<file path="src/logic/shadow_port_defs.svh">
`ifndef SHADOW_PORT_DEFS_SVH
`define SHADOW_PORT_DEFS_SVH
`define SHADOW_BASE_ADDR 32'h5000_1030
`define SHADOW_WIN_WORDS 16
`define SHADOW_PORT11_ADDR 32'h5000_105C
`define IRQ_STATUS_ADDR 32'h5000_1100
`define IRQ_ENABLE_ADDR 32'h5000_1104
`define IRQ_CLEAR_ADDR 32'h5000_1108
`define LINE_STATUS_ADDR 32'h5000_110C
`define IRQ_RX_OVERRUN_BIT 0
`define IRQ_TX_DROP_BIT 1
`define IRQ_RX_AVAIL_BIT 2
`define IRQ_BITS 3
`define LSR_DR_BIT 0
`define LSR_OE_BIT 1
`define LSR_TX_HOLD_EMPTY_FLAG_BIT 5
`define FIFO_DEPTH_DEFAULT 16
`define DATA_RESET 16'h0000
`endif

</file>
<file path="src/logic/shadow_port_pkg.sv">
package shadow_port_pkg;
    typedef logic [7:0] char_t;
    typedef enum logic [1:0] {
        ACC_NONE = 2'h0,
        ACC_SHADOW = 2'h1,
        ACC_CTRL = 2'h3
    } acc_kind_t;
endpackage

</file>
<file path="src/logic/uart_shadow_data_port.sv">
// Decided for this implementation: strobed register access.
`timescale 1ns/1ps
`default_nettype none
`include "shadow_port_defs.svh"
module uart_shadow_data_port #(
    parameter int DEPTH = `FIFO_DEPTH_DEFAULT
) (
    input wire logic clk_sys_i,
    input wire logic srst_i,
    input wire logic [31:0] addr_i,
    input wire logic [31:0] wdata_i,
    input wire logic wr_i,
    input wire logic rd_i,
    output logic [31:0] rdata_o,
    input wire logic fifo_en_i,
    input wire logic ir_mode_i,
    input wire logic rx_valid_i,
    input wire logic [7:0] rx_char_i,
    input wire logic tx_take_i,
    output logic tx_valid_o,
    output logic [7:0] tx_char_o,
    output logic tx_ir_sel_o,
    output logic rx_data_ready_flag_o,
    output logic overrun_o,
    output logic tx_hold_empty_flag_o,
    output logic irq_o
);
    localparam int AW = $clog2(DEPTH);
    // pointer wrap relies on a power-of-two depth
    if (DEPTH < 2 || (DEPTH & (DEPTH - 1)) != 0) begin : g_depth_check
        $error("DEPTH must be a power of two, at least 2");
    end

    function automatic logic in_window(input logic [31:0] a);
        logic [31:0] off;
        off = a - `SHADOW_BASE_ADDR;
        in_window = (a[1:0] == 2'h0) && (off < 32'(`SHADOW_WIN_WORDS * 4));
    endfunction

    // rx char arrives from framing logic in another domain as a level-qualified pulse
    logic rx_v_s1, rx_v_s2, rx_v_s3;
    logic [7:0] rx_c_s1, rx_c_s2;
    always_ff @(posedge clk_sys_i) begin
        rx_v_s1 <= srst_i ? 1'b0 : rx_valid_i;
        rx_v_s2 <= srst_i ? 1'b0 : rx_v_s1;
        rx_v_s3 <= srst_i ? 1'b0 : rx_v_s2;
        rx_c_s1 <= rx_char_i;
        rx_c_s2 <= rx_c_s1;
    end
    wire logic rx_new = rx_v_s2 & ~rx_v_s3;

    shadow_port_pkg::char_t rx_mem [DEPTH];
    shadow_port_pkg::char_t tx_mem [DEPTH];
    logic [AW:0] rx_wp, rx_rp, tx_wp, tx_rp;
    logic [AW:0] next_rx_wp, next_rx_rp, next_tx_wp, next_tx_rp;
    logic [31:0] next_rdata;
    logic [`IRQ_BITS-1:0] irq_status, irq_enable, next_irq_status, next_irq_enable;
    logic overrun, next_overrun;
    logic rx_wr_en, tx_wr_en;
    logic [AW-1:0] rx_wa, tx_wa;
    logic tx_valid, next_tx_valid;
    shadow_port_pkg::char_t tx_char, next_tx_char;

    wire logic [AW:0] rx_cnt = rx_wp - rx_rp;
    wire logic [AW:0] tx_cnt = tx_wp - tx_rp;
    wire logic rx_full = fifo_en_i ? (rx_cnt == (AW+1)'(DEPTH)) : (rx_cnt != '0);
    wire logic tx_full = (tx_cnt == (AW+1)'(DEPTH));
    wire logic rx_dr = (rx_cnt != '0);
    wire logic tx_hold_empty_flag = (tx_cnt == '0);
    wire shadow_port_pkg::acc_kind_t kind = in_window(addr_i) ? shadow_port_pkg::ACC_SHADOW :
        shadow_port_pkg::ACC_CTRL;
    wire logic sh_rd = rd_i && kind == shadow_port_pkg::ACC_SHADOW;
    wire logic sh_wr = wr_i && kind == shadow_port_pkg::ACC_SHADOW;

    always_comb begin
        next_rx_wp = rx_wp;
        next_rx_rp = rx_rp;
        next_tx_wp = tx_wp;
        next_tx_rp = tx_rp;
        next_overrun = overrun;
        next_irq_status = irq_status;
        next_irq_enable = irq_enable;
        next_rdata = 32'h0000_0000;
        rx_wr_en = 1'b0;
        tx_wr_en = 1'b0;
        rx_wa = rx_wp[AW-1:0];
        tx_wa = tx_wp[AW-1:0];
        if (rd_i && addr_i == `LINE_STATUS_ADDR) begin
            next_overrun = 1'b0;
        end
        if (wr_i && addr_i == `IRQ_CLEAR_ADDR) begin
            next_irq_status = irq_status & ~wdata_i[`IRQ_BITS-1:0];
        end
        if (wr_i && addr_i == `IRQ_ENABLE_ADDR) begin
            next_irq_enable = wdata_i[`IRQ_BITS-1:0];
        end
        // read pops before a same-cycle arrival is judged, so full-then-read still accepts
        if (sh_rd) begin
            next_rdata = {24'h00_0000, rx_mem[rx_rp[AW-1:0]]};
            if (rx_dr) begin
                next_rx_rp = rx_rp + (AW+1)'(1);
            end
        end
        if (rx_new) begin
            if (!fifo_en_i && rx_dr && !sh_rd) begin
                rx_wr_en = 1'b1;
                rx_wa = rx_rp[AW-1:0];
                next_overrun = 1'b1;
                next_irq_status[`IRQ_RX_OVERRUN_BIT] = 1'b1;
            end else if (rx_full && !sh_rd) begin
                next_overrun = 1'b1;
                next_irq_status[`IRQ_RX_OVERRUN_BIT] = 1'b1;
            end else begin
                rx_wr_en = 1'b1;
                next_rx_wp = rx_wp + (AW+1)'(1);
                next_irq_status[`IRQ_RX_AVAIL_BIT] = 1'b1;
            end
        end
        if (tx_take_i && tx_valid) begin
            next_tx_rp = tx_rp + (AW+1)'(1);
        end
        if (sh_wr) begin
            if (!fifo_en_i && !tx_hold_empty_flag) begin
                tx_wr_en = 1'b1;
                tx_wa = tx_rp[AW-1:0];
                if (tx_take_i && tx_valid) begin
                    tx_wa = tx_wp[AW-1:0];
                    next_tx_wp = tx_wp + (AW+1)'(1);
                end
            end else if (tx_full && !(tx_take_i && tx_valid)) begin
                next_irq_status[`IRQ_TX_DROP_BIT] = 1'b1;
            end else begin
                tx_wr_en = 1'b1;
                next_tx_wp = tx_wp + (AW+1)'(1);
            end
        end
        if (rd_i && kind == shadow_port_pkg::ACC_CTRL) begin
            unique case (addr_i)
                `IRQ_STATUS_ADDR: next_rdata = {29'h0, irq_status};
                `IRQ_ENABLE_ADDR: next_rdata = {29'h0, irq_enable};
                `LINE_STATUS_ADDR: next_rdata = {26'h0, tx_hold_empty_flag, 3'h0, overrun, rx_dr};
                default: next_rdata = 32'h0000_0000;
            endcase
        end
        next_tx_valid = (next_tx_wp != next_tx_rp);
        next_tx_char = tx_mem[next_tx_rp[AW-1:0]];
        if (tx_wr_en && tx_wa == next_tx_rp[AW-1:0]) begin
            next_tx_char = wdata_i[7:0];
        end
    end

    always_ff @(posedge clk_sys_i) begin
        if (rx_wr_en) begin
            rx_mem[rx_wa] <= rx_c_s2;
        end
        if (tx_wr_en) begin
            tx_mem[tx_wa] <= wdata_i[7:0];
        end
        if (srst_i) begin
            rx_wp <= '0;
            rx_rp <= '0;
            tx_wp <= '0;
            tx_rp <= '0;
            overrun <= 1'b0;
            irq_status <= '0;
            irq_enable <= '0;
            tx_valid <= 1'b0;
            rx_data_ready_flag_o <= 1'b0;
            tx_hold_empty_flag_o <= 1'b1;
            tx_char <= 8'h00;
            rdata_o <= 32'h0000_0000;
            tx_ir_sel_o <= 1'b0;
            irq_o <= 1'b0;
        end else begin
            rx_wp <= next_rx_wp;
            rx_rp <= next_rx_rp;
            tx_wp <= next_tx_wp;
            tx_rp <= next_tx_rp;
            overrun <= next_overrun;
            irq_status <= next_irq_status;
            irq_enable <= next_irq_enable;
            tx_valid <= next_tx_valid;
            // registered copies of the flags so the outputs come straight from flops
            rx_data_ready_flag_o <= (next_rx_wp != next_rx_rp);
            tx_hold_empty_flag_o <= (next_tx_wp == next_tx_rp);
            tx_char <= next_tx_char;
            rdata_o <= next_rdata;
            tx_ir_sel_o <= ir_mode_i;
            irq_o <= |(next_irq_status & next_irq_enable);
        end
    end

    assign tx_valid_o = tx_valid;
    assign tx_char_o = tx_char;
    assign overrun_o = overrun;
endmodule
`default_nettype wire

</file>
<file path="config.mk">
export PLATFORM = sky130hd
export DESIGN_NAME = uart_shadow_data_port
export DESIGN_NICKNAME = d
export VERILOG_FILES = /design/src/logic/shadow_port_pkg.sv /design/src/logic/uart_shadow_data_port.sv
export VERILOG_INCLUDE_DIRS = /design/src /design/src/logic
export SDC_FILE = /design/constraint.sdc
export NUM_CORES = 1
export LEC_CHECK = 0
export BUFFER_PORTS_ARGS = -buffer_cell sky130_fd_sc_hd__buf_2
export CORE_UTILIZATION = 40
export CTS_CLUSTER_DIAMETER = 200
export DETAILED_ROUTE_END_ITERATION = 10
export GPL_ROUTABILITY_DRIVEN = 0
export PLACE_DENSITY = 0.66
export SLEW_MARGIN = 25
export SYNTH_ARGS = -nofsm -noshare
export SYNTH_HDL_FRONTEND = slang
export SYNTH_SLANG_ARGS = --single-unit
</file>
<file path="constraint.sdc">
create_clock -name clk_sys_i -period 5.2 [get_ports clk_sys_i]
set_clock_uncertainty 0.1 [all_clocks]
set_input_delay 0.26 -clock clk_sys_i [delete_from_list [all_inputs] [get_ports clk_sys_i]]
set_output_delay 0.26 -clock clk_sys_i [all_outputs]
set_load 0.02 [all_outputs]
</file>
==> impl_metrics.json <==
{
  "syn_avg_cell_area_sq_um": 15.9,
  "postRouteAntennaNets": 0,
  "critPathMaxFanout": 14,
  "drtIter0Drc": 511,
  "slew_viol_final": 0,
  "multi_input_area_sq_um": 4630,
  "finalNonFillerCells": 1476,
  "vias_per_cell": 5.30,
  "max-slew-margin-rel_pct": 41.0,
  "clkLatencyLatePin_ns": 0.55,
  "ys_seq_area_share_pct": 64.6,
  "dieHeight_um": 189,
  "yosys.area_share.simple_pct": 9.63,
  "power.internal_uw": 4050,
  "coreArea_sq_um": 34500,
  "crit_type": "reg2reg",
  "ctsRootBufferMaster": "clkbuf_16",
  "grt_first_pass_wirelength_um": 45000,
  "grt_use_met1_pct": 20.8,
  "power_frac_seq_pct": 55.4,
  "fmax_ghz": 0.228,
  "wl_per_cell_um": 19.4,
  "ys_ff_latch": 323,
  "ff_latch_area_sq_um": 9030,
  "htree_levels": 1,
  "use_met3_pct": 1.89,
  "drive_gt1_share_pct": 26.9,
  "power_frac_clock_pct": 41.7,
  "finalInstanceArea_sq_um": 16000,
  "setup_viol_count_final": 0,
  "rsz0062_at_grt": "false",
  "cp.arrival_ns": 4.46,
  "grt_max_degree": 46,
  "cts.repair.resized": 0,
  "cts_buffer_depth": 3,
  "fin_nets": 1090,
  "synth_xor_area_share_pct": 2.55,
  "cts_buffers": 31,
  "hp-class": "in2reg",
  "synth_edf_count": 256,
  "ctsHoldBuffers": 11,
  "p_sw_uw": 1030,
  "timing.setup.tns_ns": 0,
  "status": "finished clean",
  "via_count": 7828,
  "post-dp-hpwl_um": 19700,
  "dp.cells": 1409,
  "antenna_found_initial": 0,
  "max_cap_violations": 0,
  "tightest_slew_ns": 0.884,
  "setup_ws_ns": 0.818,
  "drt_pass1_iterations": 5,
  "power_uw": 5080,
  "path_clk_slew_ns": 0.06,
  "power.leakage_uw": 0.00540,
  "syn_inst": 877,
  "synthToLayoutAreaGrowth_pct": 14.4,
  "io_buffers": 77,
  "startpoint_type": "flip-flop",
  "power_per_cell_area_nw_per_um2": 317,
  "grt_pass1_vias": 7947,
  "place_area_sq_um": 14900,
  "track_usage_pct": 16.3,
  "min_period_ns": 4.38,
  "fill_cells": 2953,
  "ir_drop_uv": 274,
  "dieArea_sq_um": 35700,
  "ys_async_sr_fraction_pct": 0,
  "crit_start": "tx_rp[1]",
  "cts_setup_buffers": 0,
  "hold_viol_final": 0,
  "initial_core_util_pct": 40.6,
  "r2r_start": "tx_rp[1]",
  "die_w_um": 189,
  "top_usage_layer": "met2",
  "synth-compound-area-share_pct": 4.87,
  "worstHoldStart": "addr_i[3]",
  "num_io_pins": 126,
  "ys_types": 81,
  "timing.final.crit_share_pct": 84.3,
  "required_ns": 5.28,
  "pwr-share-comb_pct": 2.9,
  "yosys_warnings": 0,
  "worstSetupEndpointType": "flip-flop",
  "overflow": 0,
  "p_sw_share_pct": 20.2,
  "drc": 0,
  "yosys_most_used_dff": "edfxtp_1",
  "r2r_slack_ns": 0.82,
  "num_rows": 68,
  "diodes": 0,
  "dp_slack_ns": 0.685,
  "routed_wl_um": 28700,
  "synth_area_sq_um": 14000,
  "cts_tree": "done",
  "synth-adder-area-share_pct": 1.07,
  "clkSinkCount": 323,
  "synth_mux_area_share_pct": 14.2,
  "synth_top_family_by_area": "multiplexers",
  "grtUsageMet2_pct": 29.5
}
cell type report:
class                   instances  share of cell area, %
multi-input cells             501                   28.9
clock buffers                  41                   5.14
clock inverters                15                  0.789
repair buffers                123                   4.74
inverters                      18                  0.422
flip-flops and latches        323                   56.4
well taps                     455                   3.56
registers in the layout (all words and copies together), names as in the netlist, 3 cells and up:
| register | cells |
|---|---|
| irq_enable | 3 |
| irq_status | 3 |
| rdata_o | 8 |
| rx_c_s1 | 8 |
| rx_c_s2 | 8 |
| rx_mem | 128 |
| rx_rp | 5 |
| rx_wp | 5 |
| tx_char_o | 8 |
| tx_mem | 128 |
| tx_rp | 5 |
| tx_wp | 5 |
worst max-delay path, cell delays in order (launching register included):
cell and delay, ns:
dfxtp_1 0.52, inv_1 0.15, ha_1 0.30, nor2b_1 0.13, o21a_1 0.20, nor4b_1 0.35, o21a_1 0.18, o21ai_0 0.08
buf_4 0.17, and2_1 0.18, and3_1 0.38, nor3b_1 0.27, o21ai_0 0.27, nor2_1 0.72
logic make-up after synthesis:
kind of cell | after synthesis
muxes | 97
other | 1
AOI/OAI and AO/OA | 93
buffers and inverters | 76
adders and majority gates | 12
and+or+nand+nor | 239
xor gates and xnor gates | 36
DFF | 323
per-layer routing:
metal / routed length, um / share of wire [%]
met5: 0 / 0
met4: 487 / 1.7
met3: 1030 / 3.6
met2: 14800 / 52
met1: 12300 / 43
Yosys cell counts, drive strengths merged (3+ instances only):
cell	n	area, sq um
a2111oi	3	35.0
a21boi	3	22.5
a21oi	20	108
a22oi	4	30.0
a31oi	13	100
and2	7	46.3
and3	14	88.8
buf	34	233
clkbuf	24	131
dfxtp	67	1340
edfxtp	256	7690
ha	12	150
inv	18	67.6
mux2i	15	163
mux4	80	1800
nand2	25	96.4
nand2b	6	37.5
nand3	15	80.1
nand4	19	146
nor2	69	262
nor2b	14	87.6
nor3	27	135
nor3b	7	63.8
nor4	15	109
nor4b	4	50.1
o21a	4	37.5
o21ai	14	81.3
o22ai	4	25.0
o31ai	10	75.1
o32ai	3	26.3
or3	5	33.8
or4	5	48.8
xnor2	26	235
xor2	9	97.6
cell usage in the layout (no fill, tap or decap), drive strengths merged, types with 19 or more instances in the layout:
master / synthesis / final
edfxtp: 256 / 256
buf: 34 / 112
mux4: 80 / 80
nor2: 69 / 69
dfxtp: 67 / 67
clkbuf: 24 / 41
nor3: 27 / 27
xnor2: 26 / 26
nand2: 25 / 25
conb: 1 / 24
a21oi: 20 / 20
nand4: 19 / 19
power groups by stage:
stage / registers (uW) / logic [uW] / clock network, uW
after floorplan: 2870 / 88.7 / 0
after global placement: 2870 / 137 / 0
after detailed placement: 2870 / 139 / 0
after CTS: 2820 / 146 / 2170
after global routing: 2820 / 159 / 2270
final: 2820 / 146 / 2120
through the flow:
step	hold slack [ns]	utilization, %
floorplan	0.188	-
global placement	0.210	43.4
detailed placement	0.212	43.4
CTS	0.00398	46.5
global route	0.0197	46.5
finish	0.00789	46.5
worst paths after layout:
kind,to,cells after the start
min reg2reg,rx_c_s2[1],0
min,rdata_o[2],2
max,tx_mem[7][6],13
max reg2reg,tx_mem[7][6],13
Power figures use the tool's default switching activity.
